File: src/wae_params.svh
`ifndef WAE_PARAMS_SVH
`define WAE_PARAMS_SVH
// ----------------------------------------
// Timing
// ----------------------------------------
`define WAE_CLK_NS 25
`define WAE_STEP_NS 85937500
`define WAE_STEP_CYC (`WAE_STEP_NS / `WAE_CLK_NS)
// ----------------------------------------
// Register byte addresses
// ----------------------------------------
`define WAE_A_STS1 8'h00
`define WAE_A_STS3 8'h04
`define WAE_A_STS5 8'h08
`define WAE_A_STS6 8'h0C
`define WAE_A_EN1 8'h10
`define WAE_A_EN3 8'h14
`define WAE_A_EN5 8'h18
`define WAE_A_EN6 8'h1C
`define WAE_A_PSTS 8'h20
`define WAE_A_PEN 8'h24
`define WAE_A_SMI2 8'h28
`define WAE_A_PCTL 8'h2C
`define WAE_A_POL 8'h30
`define WAE_A_EITHER_EDGE_TRIGGER 8'h34
`define WAE_A_MWAKE 8'h38
`define WAE_A_DCLK 8'h3C
`define WAE_A_CLKCFG 8'h40
`define WAE_A_KRG 8'h44
// ----------------------------------------
// Field positions and reset values
// ----------------------------------------
`define WAE_B_GRP 3
`define WAE_B_ROUTE 5
`define WAE_B_KEYEN 7
`define WAE_B_KEY 0
`define WAE_B_MSE 1
`define WAE_B_FUNC 0
`define WAE_B_POL 1
`define WAE_B_PP 7
`define WAE_B_SWAP 2
`define WAE_B_LOCK 7
`define WAE_B_OFF 0
`define WAE_B_ISO 1
`define WAE_B_KRST 6
`define WAE_DCLK_RST 6'h0B
`define WAE_ZERO_HI 24'h00_0000
`endif

File: src/wae_pkg.sv
package wae_pkg;
   // ----------------------------------------
   // Types
   // ----------------------------------------
   typedef struct packed {
      logic clk;
      logic dat;
   } wae_ps2_t;

   typedef enum logic [1:0] {
      WAE_SEL_ANY = 2'b00,
      WAE_SEL_LEFT = 2'b01,
      WAE_SEL_RIGHT = 2'b10,
      WAE_SEL_DBL = 2'b11
   } wae_msel_t;

   typedef enum logic {
      WAE_M_IDLE = 1'b0,
      WAE_M_WAIT = 1'b1
   } wae_mst_t;

   typedef struct packed {
      logic [7:0] sts1, sts3, sts5, sts6;
      logic [7:0] en1, en3, en5, en6;
      logic pin_sts, pin_en;
      logic [7:0] smi2, pctl, pol, either_edge_trigger;
      logic [7:0] mwake, clkcfg, krg;
      logic [5:0] dclk;
      wae_mst_t mst;
      logic [21:0] mpre;
      logic [5:0] mcnt;
      logic ack;
      logic [7:0] rdat;
      logic wake, wake_oe_n;
      wae_ps2_t kbc_m, kbc_k;
      logic kbc_rst;
   } wae_state_t;
endpackage : wae_pkg

File: src/wae_sync_edge.sv
`timescale 1ns/100ps
module wae_sync_edge #(
   parameter int W = 8
) (
   input wire logic sys_clk_in,
   input wire logic sys_rst_in,
   input wire logic [W-1:0] pin_in,
   output logic [W-1:0] rise_out,
   output logic [W-1:0] fall_out
);
   typedef struct packed {
      logic [W-1:0] s1, s2, s3;
   } wae_sync_st_t;
   wae_sync_st_t q, nxt_q;

   // ----------------------------------------
   // Two-stage sync, edge from stages 2 and 3
   // ----------------------------------------
   always_comb begin
      nxt_q = q;
      nxt_q.s1 = pin_in;
      nxt_q.s2 = q.s1;
      nxt_q.s3 = q.s2;
      if (sys_rst_in) begin
         nxt_q = '0;
      end
   end

   always_ff @(posedge sys_clk_in) begin
      q <= nxt_q;
   end

   // One pulse per edge, stage 1 never looked at
   assign rise_out = q.s2 & ~q.s3;
   assign fall_out = ~q.s2 & q.s3;
endmodule : wae_sync_edge

File: src/wae_core.sv
// Our own choices: the address map and the Wishbone slave port.
`timescale 1ns/100ps
`include "wae_params.svh"
module wae_core #(
   parameter int STEP_CYC = `WAE_STEP_CYC
) (
   input wire logic sys_clk_in,
   input wire logic sys_rst_in,
   input wire logic bat_por_in,
   input wire logic wb_cyc_in,
   input wire logic wb_stb_in,
   input wire logic wb_we_in,
   input wire logic [7:0] wb_adr_in,
   input wire logic [3:0] wb_sel_in,
   input wire logic [31:0] wb_dat_in,
   output logic [31:0] wb_dat_out,
   output logic wb_ack_out,
   input wire logic [7:0] gpio_wake_in,
   input wire logic [7:0] evt5_in,
   input wire logic grp_irq_in,
   input wire logic key_evt_in,
   input wire logic [1:0] mouse_btn_in,
   input wire logic gp_pin_val_in,
   input wire logic gp_pin_oe_n_in,
   input wire wae_pkg::wae_ps2_t aux_port_in,
   input wire wae_pkg::wae_ps2_t kbd_port_in,
   output wae_pkg::wae_ps2_t kbc_mouse_out,
   output wae_pkg::wae_ps2_t kbc_kbd_out,
   output logic kbc_reset_out,
   output logic wake_request_out,
   output logic wake_request_oe_n_out
);
   wae_pkg::wae_state_t q, s;
   logic [7:0] rise, fall, gset;
   logic req, wr, hit, dbl, locked, dwr, act, lvl;
   logic [7:0] wd, s6;
   wae_pkg::wae_ps2_t mse, kbd;
   localparam logic [21:0] STEP_LAST = 22'(STEP_CYC - 1);

   function automatic logic [7:0] w1c(input logic [7:0] old,
      input logic [7:0] set, input logic hit_w,
      input logic [7:0] d);
      // Set wins over a clear in the same cycle
      w1c = (old & ~(hit_w ? d : 8'h00)) | set;
   endfunction : w1c

   wae_sync_edge #(.W(8)) u_sync (
      .sys_clk_in(sys_clk_in),
      .sys_rst_in(sys_rst_in),
      .pin_in(gpio_wake_in),
      .rise_out(rise),
      .fall_out(fall)
   );

   // ----------------------------------------
   // Event and bus decode
   // ----------------------------------------
   always_comb begin
      req = wb_cyc_in & wb_stb_in & ~q.ack;
      wr = req & wb_we_in & wb_sel_in[0];
      wd = wb_dat_in[7:0];
      locked = q.mwake[`WAE_B_LOCK];
      dwr = wr && wb_adr_in == `WAE_A_DCLK && !locked;
      dbl = q.mwake[1:0] == wae_pkg::WAE_SEL_DBL;
      gset = (rise & ~q.pol & ~q.either_edge_trigger)
         | (fall & q.pol & ~q.either_edge_trigger)
         | ((rise | fall) & q.either_edge_trigger);
      act = q.pin_sts & q.pin_en;
      lvl = q.pctl[`WAE_B_POL] ? act : ~act;
      mse = q.mwake[`WAE_B_SWAP] ? kbd_port_in : aux_port_in;
      kbd = q.mwake[`WAE_B_SWAP] ? aux_port_in : kbd_port_in;
   end

   // ----------------------------------------
   // Next state
   // ----------------------------------------
   always_comb begin
      s = q;
      hit = 1'b0;
      s.ack = req;
      if (req) begin
         case (wb_adr_in)
            `WAE_A_STS1: s.rdat = q.sts1;
            `WAE_A_STS3: s.rdat = q.sts3;
            `WAE_A_STS5: s.rdat = q.sts5;
            `WAE_A_STS6: s.rdat = q.sts6;
            `WAE_A_EN1: s.rdat = q.en1;
            `WAE_A_EN3: s.rdat = q.en3;
            `WAE_A_EN5: s.rdat = q.en5;
            `WAE_A_EN6: s.rdat = q.en6;
            `WAE_A_PSTS: s.rdat = {7'h00, q.pin_sts};
            `WAE_A_PEN: s.rdat = {7'h00, q.pin_en};
            `WAE_A_SMI2: s.rdat = q.smi2;
            `WAE_A_PCTL: s.rdat = q.pctl;
            `WAE_A_POL: s.rdat = q.pol;
            `WAE_A_EITHER_EDGE_TRIGGER: s.rdat = q.either_edge_trigger;
            `WAE_A_MWAKE: s.rdat = q.mwake;
            `WAE_A_DCLK: s.rdat = {2'b00, q.dclk};
            `WAE_A_CLKCFG: s.rdat = q.clkcfg;
            `WAE_A_KRG: s.rdat = q.krg;
            default: s.rdat = 8'h00;
         endcase
      end

      // Mouse click wake, held idle while off
      if (q.clkcfg[`WAE_B_OFF] || dwr) begin
         s.mst = wae_pkg::WAE_M_IDLE;
         s.mpre = '0;
         s.mcnt = '0;
      end else begin
         case (q.mst)
            wae_pkg::WAE_M_IDLE: begin
               if (dbl && mouse_btn_in[0]) begin
                  s.mst = wae_pkg::WAE_M_WAIT;
                  s.mpre = '0;
                  s.mcnt = q.dclk;
               end
            end
            wae_pkg::WAE_M_WAIT: begin
               if (mouse_btn_in[0]) begin
                  hit = 1'b1;
                  s.mst = wae_pkg::WAE_M_IDLE;
               end else if (q.mpre == STEP_LAST) begin
                  s.mpre = '0;
                  if (q.mcnt == 6'h00) begin
                     s.mst = wae_pkg::WAE_M_IDLE;
                  end else begin
                     s.mcnt = q.mcnt - 6'h01;
                  end
               end else begin
                  s.mpre = q.mpre + 22'h1;
               end
            end
            default: s.mst = wae_pkg::WAE_M_IDLE;
         endcase
         case (q.mwake[1:0])
            wae_pkg::WAE_SEL_ANY: hit = |mouse_btn_in;
            wae_pkg::WAE_SEL_LEFT: hit = mouse_btn_in[0];
            wae_pkg::WAE_SEL_RIGHT: hit = mouse_btn_in[1];
            default: hit = hit;
         endcase
      end

      // Sticky status, write one to clear
      s.sts1 = w1c(q.sts1, gset,
         wr && wb_adr_in == `WAE_A_STS1, wd);
      s.sts5 = w1c(q.sts5, evt5_in,
         wr && wb_adr_in == `WAE_A_STS5, wd);
      s6 = w1c({6'h00, q.sts6[1:0]},
         {6'h00, hit, key_evt_in & q.sts6[`WAE_B_KEYEN]},
         wr && wb_adr_in == `WAE_A_STS6, wd);
      s.sts6[1:0] = s6[1:0];
      // Group line is live, not sticky
      s.sts3 = 8'h00;
      s.sts3[`WAE_B_GRP] = grp_irq_in & q.smi2[`WAE_B_ROUTE];
      s.pin_sts = |(q.sts1 & q.en1)
         | |(q.sts3 & q.en3)
         | |(q.sts5 & q.en5)
         | |(q.sts6[1:0] & q.en6[1:0])
         | (q.pin_sts & ~(wr && wb_adr_in == `WAE_A_PSTS && wd[0]));

      if (wr) begin
         case (wb_adr_in)
            `WAE_A_STS6: s.sts6[`WAE_B_KEYEN] = wd[`WAE_B_KEYEN];
            `WAE_A_EN1: s.en1 = wd;
            `WAE_A_EN3: s.en3 = wd;
            `WAE_A_EN5: s.en5 = wd;
            `WAE_A_EN6: s.en6 = wd;
            `WAE_A_PEN: s.pin_en = wd[0];
            `WAE_A_SMI2: s.smi2 = wd;
            `WAE_A_PCTL: s.pctl = wd;
            `WAE_A_POL: s.pol = wd;
            `WAE_A_EITHER_EDGE_TRIGGER: s.either_edge_trigger = wd;
            `WAE_A_MWAKE: if (!locked) s.mwake = wd;
            `WAE_A_DCLK: if (!locked) s.dclk = wd[5:0];
            `WAE_A_CLKCFG: s.clkcfg = wd;
            `WAE_A_KRG: s.krg = wd;
            default: s.rdat = s.rdat;
         endcase
      end

      // Shared pin: GPIO pass-through or wake output
      if (q.pctl[`WAE_B_FUNC]) begin
         if (q.pctl[`WAE_B_PP]) begin
            s.wake = lvl;
            s.wake_oe_n = 1'b0;
         end else begin
            s.wake = 1'b0;
            s.wake_oe_n = lvl;
         end
      end else begin
         s.wake = gp_pin_val_in;
         s.wake_oe_n = gp_pin_oe_n_in;
      end
      // Isolated mouse lines float idle high
      s.kbc_m = q.krg[`WAE_B_ISO] ? '1 : mse;
      s.kbc_k = kbd;
      s.kbc_rst = q.krg[`WAE_B_KRST];

      // Standby reset spares battery settings
      if (sys_rst_in) begin
         s = '0;
         s.wake_oe_n = 1'b1;
         s.kbc_m = '1;
         s.kbc_k = '1;
         s.sts6[`WAE_B_KEYEN] = q.sts6[`WAE_B_KEYEN];
         s.mwake = q.mwake;
         s.dclk = q.dclk;
      end
      if (bat_por_in) begin
         s.sts6[`WAE_B_KEYEN] = 1'b0;
         s.mwake = 8'h00;
         s.dclk = `WAE_DCLK_RST;
      end
   end

   always_ff @(posedge sys_clk_in) begin
      q <= s;
   end

   assign wb_dat_out = {`WAE_ZERO_HI, q.rdat};
   assign wb_ack_out = q.ack;
   assign kbc_mouse_out = q.kbc_m;
   assign kbc_kbd_out = q.kbc_k;
   assign kbc_reset_out = q.kbc_rst;
   assign wake_request_out = q.wake;
   assign wake_request_oe_n_out = q.wake_oe_n;
endmodule : wae_core

File: config.mk
export PLATFORM = sky130hd
export DESIGN_NAME = wae_core
export DESIGN_NICKNAME = d
export VERILOG_FILES = /design/src/wae_pkg.sv /design/src/wae_sync_edge.sv /design/src/wae_core.sv
export VERILOG_INCLUDE_DIRS = /design/src
export SDC_FILE = /design/constraint.sdc
export NUM_CORES = 1
export LEC_CHECK = 0
export BUFFER_PORTS_ARGS = -buffer_cell sky130_fd_sc_hd__buf_2
export CORE_UTILIZATION = 40
export CTS_CLUSTER_SIZE = 14
export DETAILED_ROUTE_END_ITERATION = 8
export GPL_ROUTABILITY_DRIVEN = 0
export GPL_TIMING_DRIVEN = 0
export PLACE_DENSITY = 0.56
export SYNTH_ARGS = -nofsm -noshare
export SYNTH_HDL_FRONTEND = slang
export SYNTH_SLANG_ARGS = --single-unit
File: constraint.sdc
create_clock -name sys_clk_in -period 2.33 [get_ports sys_clk_in]
set_input_delay 0.3495 -clock sys_clk_in [delete_from_list [all_inputs] [get_ports sys_clk_in]]
set_output_delay 0.3495 -clock sys_clk_in [all_outputs]
set_load 0.1 [all_outputs]
==> summary.txt, run 1 <==
Outcome
  – Outcome: complete, but fails checks
  – Violated checks: design-rule violations, negative setup slack

STA
  – Unrepaired setup endpoints after global routing: yes
  – Pins Over Slew Limit: 0
  – Worst-Margin Slew: between 1 and 1.5 ns
  – Fin crit period: ~2.3 ns
  – Final hold violations: 0
  – Final period utilization: 1.00
  – Setup violators final: 1
  – Slew margin rel.: 0.175
  – Fin Clk Skew: approximately 0.0080 ns
  – Max Freq: 0.429 GHz
  – Final WS setup: -0.00302 ns
  – Setup_tns: -0.00302 ns

Worst setup path
  – Crit end category: flip-flop
  – Worst EP required: 2.62 ns
  – Critical Path AT: 2.62 ns
  – Critical path class: primary input to flip-flop
  – CP max FO: 10
  – Kind of start point of the critical path: primary input

Cells and area
  – NumNets Final: 1211
  – Fill cells: around 2100
  – P&R area growth vs syn: 16.1%
  – Final non-filler cell total: ~1400
  – N_diodes: 0
  – Most frequent cells in the layout: dfxtp_1 (183), nor2_1 (142), mux2i_1 (90), buf_2 (70), nand2_1 (70)
  – Share of layout cells above drive strength 1: 0.175
  – Commonest non-fill, non-tap cell in the layout: dfxtp_1
  – Finished layout cell area: 10500 µm²

Worst hold path
  – Worst Hold Class: primary input to flip-flop

Floorplan
  – Die area: 23200 µm²
  – Core area: 22000 µm²
  – Die Ht: 152 µm
  – Io pins: between 100 and 150
  – Starting Density: 0.411
  – Die X: 152 µm
  – Core Rows: 54

Clock tree
  – Sink Count: 185
  – Clock Path Buffers: 2
  – Root buffer cell: clkbuf_16
  – Worst-path clk slew: approximately 0.070 ns
  – Clk Latency, worst-skew pair: 0.43 ns
  – CTS Hold Buffers Added: 0
  – Number of CTS-inserted buffers: 17
  – H-tree depth: 4
  – CTS tree: done

Yosys
  – Top-area cell type share of the netlist area: 0.410
  – Async S/R FF share, synth: 0
  – Synth Instances: 1012
  – Distinct cells, synth: 79
  – Yosys top cell by area: dfxtp_1
  – Syn Std Cell Area: 9020 µm²
  – Yosys warning count: 0
  – Ys flop type: dfxtp_1
  – Post-synthesis register bit count: ~190
  – Area contributors post-synth: dfxtp_1 (41%), mux2i_1 (10%), nor2_1 (5.9%)
  – Sequential-to-total area share from yosys stat: 0.410
  – Avg Cell Area, Syn: approximately 8.9 µm²
  – Post-synth EDFFs: 0

Placed design
  – DP Area: 9750 µm²
  – Dpl hpwl: 21.2 mm
  – Port-buffer cells: 57
  – Placed insts: 1372

Global route
  – Largest net degree at the start of global routing: 18
  – First-pass GRT wire length: 43.9 mm
  – Initial antenna violation count: 0
  – Overflow after GRT: 0
  – Vias in the first global route: around 7300
  – Total track usage: 0.250

Drt
  – Vias per inst: 5.60
  – DR vias: 7892
  – Final ANT Viol Nets: 0
  – DRT Pass-1 Iters: 7
  – DRC errors left: 4
  – DR iter-0 viols: 800
  – Final wirelength: roughly 29 mm
  – Drt wl/cell: 20.3 µm

Pwr
  – PD cells: 666 nW/µm²
  – Worst vdd ir: 0.519 mV
  – Leakage: 3.72 nW

Run
  – Maxcap violations: 0
## synth_stat cells, drive strengths merged, types with 11 or more instances
library cell	count
o21ai	28
a31oi	11
nor2b	32
nor3	18
a21oi	58
a22oi	21
nor2	152
xnor2	12
nand3	35
inv	27
clkbuf	31
dfxtp	185
ha	19
a211oi	12
nand2	70
buf	62
nand4	11
nor4	11
mux2i	90
## metal layers
| metal | track usage | part of all wire | vias up | wire length, µm |
|---|---|---|---|---|
| met1 | 0.336 | 0.44 | 3737 | 12700 |
| met2 | 0.380 | 0.44 | 353 | 12600 |
| li1 | - | - | 3737 | - |
| met3 | 0.0575 | 0.078 | 65 | 2220 |
| met4 | 0.115 | 0.040 | 0 | 1150 |
| met5 | 0 | 0 | - | 0 |
## worst max-delay path, stage by stage
cell	delay [ns]
buf_2	0.23
buf_2	0.35
clkbuf_1	0.51
nand3_1	0.42
nor2_4	0.45
mux2i_1	0.23
nor2_1	0.06
## power by group
group          switching, W  leakage (nW)  internal, W  total (W)
Combinational      0.000515          1.93     0.000162   0.000677
Sequential        0.0000313          1.50      0.00320    0.00323
Clock               0.00135         0.291      0.00172    0.00307
Total               0.00189          3.72      0.00508    0.00697
## final cells by class
cell class	count	area (µm²)	share of cell area
multi-input cells	729	4850	0.463
clock buffers	18	429	0.0410
clock inverters	14	181	0.0173
inverters	27	101	0.00967
plain buffers	94	537	0.0512
flip-flops and latches	185	3710	0.354
repair buffers	62	323	0.0308
well taps	280	350	0.0334
## stage by stage
step,hold WS (ns),worst slack [ns],util,power (W)
final,0.123,-0.00302,0.477,0.00697
after global routing,0.116,-0.0181,0.477,0.00718
after CTS,0.108,-0.136,0.473,0.00699
after detailed placement,0.424,-0.570,0.444,0.00396
after global placement,0.418,-0.578,0.444,0.00396
after floorplan,0.414,0.184,-,0.00377
## cell families (layout without fill, tap and decap cells)
| kind of cell | Yosys count | after routing | share of synthesized area |
|---|---|---|---|
| DFF | 185 | 185 | 0.410 |
| other | 1 | 24 | 0.000416 |
| AOI/OAI and AO/OA | 187 | 187 | 0.137 |
| and+or+nand+nor | 380 | 380 | 0.221 |
| xor gates and xnor gates | 20 | 20 | 0.0194 |
| muxes | 99 | 99 | 0.115 |
| adders and majority gates | 19 | 19 | 0.0263 |
| buffers and inverters | 121 | 215 | 0.0703 |
## state kept, by name, summed over array words and instances, names as in the netlist
| register | flops |
|---|---|
| q | 144 |
| kbc_mouse_out | 2 |
| kbc_reset_out | 1 |
| wb_ack_out | 1 |
| wake_request_out | 1 |
| wb_dat_out | 8 |
| kbc_kbd_out | 2 |
| u_sync.q | 24 |
| locked | 1 |
| wake_request_oe_n_out | 1 |
## path summary, 6_finish.rpt
| kind | cells after the start | end | from | slack [ns] |
|---|---|---|---|---|
| worst min register to register | 1 | u_sync.q[11] | u_sync.q[19] | 0.44 |
| worst max-delay path | 7 | q[102] | wb_adr_in[5] | -0.003 |
| worst max register to register | 5 | q[46] | wb_ack_out | 0.09 |
| worst min-delay path | 3 | q[153] | evt5_in[4] | 0.12 |
## what timing repair did
item                       4_1_cts  5_1_grt
gates cloned                     0        0
setup endpoints to repair       63       61
gates resized for setup          4       10
setup buffers                    0        5
pin swaps                        0        1
No activity file was read; power rests on OpenSTA's default activity.
==> inputs of run 2 (changes only) <==
--- a/config.mk
+++ b/config.mk
@@ -7,12 +7,12 @@
 export NUM_CORES = 1
 export LEC_CHECK = 0
 export BUFFER_PORTS_ARGS = -buffer_cell sky130_fd_sc_hd__buf_2
-export CORE_UTILIZATION = 40
+export CORE_UTILIZATION = 38
 export CTS_CLUSTER_SIZE = 14
 export DETAILED_ROUTE_END_ITERATION = 8
 export GPL_ROUTABILITY_DRIVEN = 0
 export GPL_TIMING_DRIVEN = 0
-export PLACE_DENSITY = 0.56
+export PLACE_DENSITY = 0.53
 export SYNTH_ARGS = -nofsm -noshare
 export SYNTH_HDL_FRONTEND = slang
 export SYNTH_SLANG_ARGS = --single-unit
==> run 2 against run 1 <==
The run ends with negative setup slack left. Final cell count up 2.3%. Clock skew up 0.0022 ns. Wire length up 2.7%. Setup slack worse by 0.13 ns. Sequential power about the same. Non-clock buffer count down 4. Critical path type is now flip-flop to flip-flop. Highest routed layer unchanged.
==> summary.txt, run 2 (synthesized netlist as in run 1, its figures left out) <==
Cells and area
  – Commonest non-fill, non-tap cell in the layout: dfxtp_1
  – NumNets Final: 1207 (-0.33%)
  – Top reg by flops: q
  – P&R area growth vs syn: 15.8%
  – Finished layout cell area: 10400 µm² (-0.30%)
  – Final non-filler cell total: 1442 (+2.3%)
  – Max FFs per register: 144 (unchanged)
  – N_diodes: 0 (unchanged)
  – Most frequent cells in the layout: dfxtp_1 (184), nor2_1 (143), mux2i_1 (90), buf_2 (71), nand2_1 (70)
  – Share of layout cells above drive strength 1: 0.169 (-0.00619)

Run
  – Maxcap violations: 0 (unchanged)

Worst setup path
  – Kind of start point of the critical path: flip-flop
  – Max stage delay cell, worst path: nor4_2
  – Worst stage delay on the critical path: 0.93 ns (+0.42 ns)
  – Critical Path AT: 2.75 ns (+0.13 ns)
  – CP max FO: 10 (unchanged)
  – Crit end category: flip-flop
  – Worst EP required: 2.62 ns (about the same)
  – Delay-heaviest family, CP: simple AND/OR/NAND/NOR gates
  – Critical path class: flip-flop to flip-flop
  – Cell Chain, Critical Path: nand3b_1 -> nor4_2 -> nand2_1 -> nand2_1 -> a21oi_1
  – Most used cell, CP: nand2_1
  – Worst Path Buf+Inv: 0 (-3)

Floorplan
  – Core Rows: 56 (+3.7%)
  – Die area: 24400 µm² (+5.2%)
  – Die Ht: 156 µm (+2.6%)
  – Core area: 23400 µm² (+6.6%)
  – Die X: 156 µm (+2.6%)
  – Io pins: 116 (unchanged)
  – Starting Density: 0.386 (-0.0254)

STA
  – Final period utilization: 1.06 (+0.0561)
  – Final hold violations: 0 (unchanged)
  – Pins Over Slew Limit: 0 (unchanged)
  – Worst-Margin Slew: 1.36 ns (+0.142 ns)
  – Max Freq: 0.406 GHz (-5.3%)
  – Setup violators final: 35 (+34)
  – Fin Clk Skew: 0.0102 ns (+0.00222 ns)
  – Unrepaired setup endpoints after global routing: yes
  – Fin crit period: 2.46 ns (+0.131 ns)
  – Setup_tns: -2.92 ns (-2.91 ns)
  – Final WS setup: -0.134 ns (-0.131 ns)
  – Slew margin rel.: 0.0895 (-0.0856)

Global route
  – Largest net degree at the start of global routing: 17 (-1)
  – Initial antenna violation count: 0 (unchanged)
  – First-pass GRT wire length: 44.2 mm (+0.63%)
  – Vias in the first global route: 7080 (-2.9%)
  – Overflow after GRT: 0 (unchanged)
  – Total track usage: 0.245 (-0.00536)

Clock tree
  – Clock Path Buffers: 2 (unchanged)
  – Sink Count: 185 (unchanged)
  – CTS Hold Buffers Added: 0 (unchanged)
  – Worst-path clk slew: 0.07 ns (about the same)
  – H-tree depth: 4 (unchanged)
  – Root buffer cell: clkbuf_16
  – CTS tree: done
  – Number of CTS-inserted buffers: 17 (unchanged)
  – Clk Latency, worst-skew pair: 0.43 ns (about the same)

Drt
  – Final wirelength: 29.4 mm (+2.7%)
  – Final ANT Viol Nets: 0 (unchanged)
  – DRT Pass-1 Iters: 5 (-2)
  – DR iter-0 viols: 753 (-5.9%)
  – Drt wl/cell: 20.4 µm (+0.33%)
  – Vias per inst: 5.43 (-3.0%)
  – DR vias: 7832 (-0.76%)
  – DRC errors left: 0 (-4)

Placed design
  – Setup WS pre-CTS: -0.577 ns (-0.00690 ns)
  – DP Area: 9800 µm² (+0.50%)
  – Port-buffer cells: 57 (unchanged)
  – Placed insts: 1411 (+2.8%)
  – Dpl hpwl: 21.7 mm (+2.3%)

Pwr
  – Clock power share: 0.437 (-0.003)
  – Switching pwr: 0.00184 W (-3.0%)
  – Int Power: 0.00510 W (+0.37%)
  – Sequential share of power: 0.466 (+0.003)
  – Tot Pwr: 0.00694 W (-0.54%)
  – Worst vdd ir: 0.432 mV (-17%)
  – PD cells: 664 nW/µm² (-0.24%)
  – Leakage: 3.66 nW (-1.5%)
  – Combinational Power Share: 0.097 (about the same)
  – Switch share: 0.265 (-0.00662)

Outcome
  – Violated checks: negative setup slack
  – Outcome: complete, but fails checks

Worst hold path
  – Worst Hold Class: primary input to flip-flop
==> run 2: repair_timing <==
item	CTS	global route
pin swaps	0	3
endpoints found under the hold margin	0	0
setup buffers	0	1
endpoints found under the setup margin	68	63
gates resized for setup	4	3
==> run 2: path summary, 6_finish.rpt <==
path | startpoint | endpoint | slack [ns] | cells past startpoint
min reg2reg | u_sync.q[22] | u_sync.q[14] | 0.44 | 1
max | wb_ack_out | q[70] | -0.13 | 5
min | gpio_wake_in[1] | u_sync.q[17] | 0.12 | 2
max reg2reg | wb_ack_out | q[70] | -0.13 | 5
==> run 2: final cells by class <==
class                      count  area, µm²
fill                        2439      13000
multi-input combinational    729       4820
sequential                   185       3700
buffer                        94        534
clock buffer                  20        457
tap                          319        399
timing repair buffer          58        293
clock inverter                10        143
inverter                      27        101
==> run 2: per-layer routing <==
layer | share of wire | up-vias | GRT usage
li1 | - | 3732 | -
met1 | 0.45 | 3757 | 0.333
met2 | 0.46 | 296 | 0.389
met3 | 0.065 | 47 | 0.0447
met4 | 0.022 | 0 | 0.0794
met5 | 0 | - | 0
==> run 2: power by group through the flow <==
stage          Sequential (W)  Combinational (W)  Clock [W]
6_report              0.00323           0.000671    0.00303
5_1_grt               0.00323           0.000706    0.00321
4_1_cts               0.00323           0.000662    0.00308
3_5_place_dp          0.00330           0.000657          0
3_3_place_gp          0.00330           0.000658          0
2_1_floorplan         0.00331           0.000456          0
==> run 2: through the flow <==
step | hold slack [ns] | util
floorplan | 0.414 | -
global placement | 0.417 | 0.419
detailed placement | 0.420 | 0.419
CTS | 0.111 | 0.445
global route | 0.107 | 0.446
finish | 0.124 | 0.446
==> inputs of run 3 (changes only) <==
--- a/config.mk
+++ b/config.mk
@@ -7,12 +7,12 @@
 export NUM_CORES = 1
 export LEC_CHECK = 0
 export BUFFER_PORTS_ARGS = -buffer_cell sky130_fd_sc_hd__buf_2
-export CORE_UTILIZATION = 38
+export CORE_UTILIZATION = 42
 export CTS_CLUSTER_SIZE = 14
 export DETAILED_ROUTE_END_ITERATION = 8
 export GPL_ROUTABILITY_DRIVEN = 0
 export GPL_TIMING_DRIVEN = 0
-export PLACE_DENSITY = 0.53
+export PLACE_DENSITY = 0.58
 export SYNTH_ARGS = -nofsm -noshare
 export SYNTH_HDL_FRONTEND = slang
 export SYNTH_SLANG_ARGS = --single-unit
==> run 3 against run 2 <==
The run now ends clean. Utilization rose by 5.0 points. Largest cell class unchanged. Critical path type is now primary input to flip-flop. Sequential power barely moved. Design area barely moved. Wire length fell by 2.8%. Final cell count fell by 2.7%.
==> summary.txt, run 3 (synthesized netlist as in run 1, its figures left out) <==
Outcome
  – Outcome: complete, no violations

Drt
  – DRT Pass-1 Iters: 6 (+1)
  – Final ANT Viol Nets: 0 (unchanged)
  – Drt wl/cell: 20.4 µm (-0.10%)
  – DRC errors left: 0 (unchanged)
  – Final wirelength: 28.6 mm (-2.8%)
  – Vias per inst: 5.64 (+3.8%)
  – DR iter-0 viols: 813 (+8.0%)
  – DR vias: 7906 (+0.94%)

Worst setup path
  – R2r worst-path depth: 6 (+1)
  – Kind of start point of the critical path: primary input
  – Delay-heaviest family, CP: buffers and inverters
  – Critical Path AT: 2.62 ns (-0.13 ns)
  – Critical path class: primary input to flip-flop
  – Worst stage delay on the critical path: 0.48 ns (-0.45 ns)
  – FF-to-FF End: q[19]
  – Worst R2R Start: q[35]
  – Max stage delay cell, worst path: clkbuf_1
  – Crit end category: flip-flop
  – CP Depth: 7 (+2)
  – Worst EP required: 2.64 ns (+0.02 ns)
  – Worst Path Buf+Inv: 3 (+3)
  – Most used cell, CP: buf_2
  – Worst reg-to-reg setup slack: 0.10 ns (+0.23 ns)
  – Cell Chain, Critical Path: buf_2 -> buf_2 -> clkbuf_1 -> nand3_1 -> nor2_4 -> mux2i_1 -> nor2_1
  – CP max FO: 10 (unchanged)

STA
  – Fin crit period: 2.31 ns (-0.154 ns)
  – Slew margin rel.: 0.208 (+0.118)
  – Worst-Margin Slew: 1.17 ns (-0.191 ns)
  – Final period utilization: 0.991 (-0.0660)
  – Unrepaired setup endpoints after global routing: yes
  – Pins Over Slew Limit: 0 (unchanged)
  – Max Freq: 0.433 GHz (+6.7%)
  – Final hold violations: 0 (unchanged)
  – Setup_tns: 0 ns (+2.92 ns)
  – Fin Clk Skew: 0.0101 ns (-0.000121 ns)
  – Setup violators final: 0 (-100%)

Pwr
  – Tot Pwr: 0.00685 W (-1.3%)
  – Int Power: 0.00500 W (-1.9%)
  – Worst vdd ir: 0.419 mV (-3.0%)
  – Switching pwr: 0.00184 W (+0.35%)
  – Clock power share: 0.429 (-0.008)
  – Combinational Power Share: 0.099 (+0.002)
  – Sequential share of power: 0.472 (+0.006)
  – Switch share: 0.269 (+0.00435)
  – Leakage: 3.71 nW (+1.3%)
  – PD cells: 656 nW/µm² (-1.2%)

Clock tree
  – Root buffer cell: clkbuf_16
  – H-tree depth: 4 (unchanged)
  – CTS tree: done
  – Number of CTS-inserted buffers: 17 (unchanged)
  – Clock Path Buffers: 2 (unchanged)
  – Sink Count: 185 (unchanged)
  – Worst-path clk slew: 0.07 ns (about the same)
  – CTS Hold Buffers Added: 0 (unchanged)
  – Clk Latency, worst-skew pair: 0.45 ns (+0.02 ns)

Cells and area
  – Most frequent cells in the layout: dfxtp_1 (184), nor2_1 (142), mux2i_1 (90), buf_2 (71), nand2_1 (70)
  – Share of layout cells above drive strength 1: 0.173 (+0.00368)
  – Commonest non-fill, non-tap cell in the layout: dfxtp_1
  – NumNets Final: 1210 (+0.25%)
  – Top reg by flops: q
  – P&R area growth vs syn: 15.7% (about the same)
  – Max FFs per register: 144 (unchanged)
  – Finished Core Util: 0.497 (+0.0501)
  – Finished layout cell area: 10400 µm² (about the same)
  – N_diodes: 0 (unchanged)

Worst hold path
  – WHS Path Cells: 3 (+1)
  – Worst Hold Class: primary input to flip-flop
  – Hold_sp: evt5_in[1]
  – Hold path endpoint: q[150]

Floorplan
  – Core Rows: 53 (-5.4%)
  – Die Ht: 149 µm (-4.8%)
  – Starting Density: 0.429 (+0.0437)
  – Core area: 21000 µm² (-10%)
  – Die X: 149 µm (-4.8%)
  – Die area: 22100 µm² (-9.4%)
  – Io pins: 116 (unchanged)

Global route
  – Initial antenna violation count: 0 (unchanged)
  – Total track usage: 0.263 (+0.0185)
  – Largest net degree at the start of global routing: 17 (unchanged)
  – First-pass GRT wire length: 43.0 mm (-2.8%)
  – Overflow after GRT: 0 (unchanged)
  – Vias in the first global route: 7093 (+0.18%)

Placed design
  – DP Area: 9740 µm² (-0.56%)
  – Dpl hpwl: 20.9 mm (-3.7%)
  – Port-buffer cells: 57 (unchanged)

Run
  – Maxcap violations: 0 (unchanged)
==> run 3: cell count changes in the layout (fill, tap and decap cells not counted), moves of 2 or more <==
cell,before,now
buf_4,37,40
nor4b_2,3,1
nor4_2,5,2
clkinv_4,0,2
clkbuf_2,0,2
nor4_4,3,5
nor4b_4,1,3
==> run 3: worst max-delay path by stage <==
| stage | from | endpoint | slack [ns] |
|---|---|---|---|
| detailed placement | wb_adr_in[5] | q[104] | -0.52 |
| finish | wb_adr_in[5] | q[99] | 0.02 |
| CTS | wb_adr_in[6] | q[150] | -0.03 |
| global placement | wb_adr_in[6] | q[171] | -0.57 |
| floorplan | wb_adr_in[2] | q[64] | 0.18 |
| global route | wb_adr_in[5] | q[102] | -0.03 |
==> run 3: area by class of cell <==
class / count / area (µm²)
inverters: 27 / 101
repair buffers: 61 / 315
fillers: 2021 / 10600
clock inverters: 10 / 119
plain buffers: 94 / 537
well taps: 275 / 344
flip-flops and latches: 185 / 3700
multi-input cells: 729 / 4850
clock buffers: 22 / 464
==> run 3: worst reg2reg max path: cells and delay by family, from the launching register on <==
kind,cells,cell delay [ns]
AND/OR/NAND/NOR,4,1.43
flip-flops,1,0.38
buffers and inverters,1,0.18
AO/OA/AOI/OAI,1,0.16
==> run 3: timing repair <==
item / CTS / global route
gates cloned: 0 / 0
setup endpoints to repair: 54 / 60
setup buffers: 0 / 4
pin swaps: 0 / 1
resized for setup: 5 / 10
==> run 3: through the flow <==
| step | setup slack [ns] | hold slack [ns] | cells |
|---|---|---|---|
| floorplan | 0.184 | 0.414 | 1035 |
| global placement | -0.573 | 0.416 | 1367 |
| detailed placement | -0.524 | 0.424 | 1367 |
| CTS | -0.0333 | 0.107 | 1399 |
| global route | -0.0271 | 0.112 | 1403 |
| finish | 0.0200 | 0.108 | 1403 |
==> run 3: metal layers <==
layer  vias up  track usage  share of wire
met5         -            0              0
met3        67       0.0638          0.080
met4         0        0.107          0.031
li1       3748            -              -
met2       365        0.404           0.46
met1      3726        0.351           0.43
==> run 3: power by group through the flow <==
stage                     Clock (W)  Sequential (W)  Combinational (W)
after CTS                   0.00297         0.00323           0.000659
after floorplan                   0         0.00331           0.000456
after global placement            0         0.00330           0.000652
after detailed placement          0         0.00331           0.000652
final                       0.00294         0.00323           0.000678
after global routing        0.00310         0.00323           0.000713
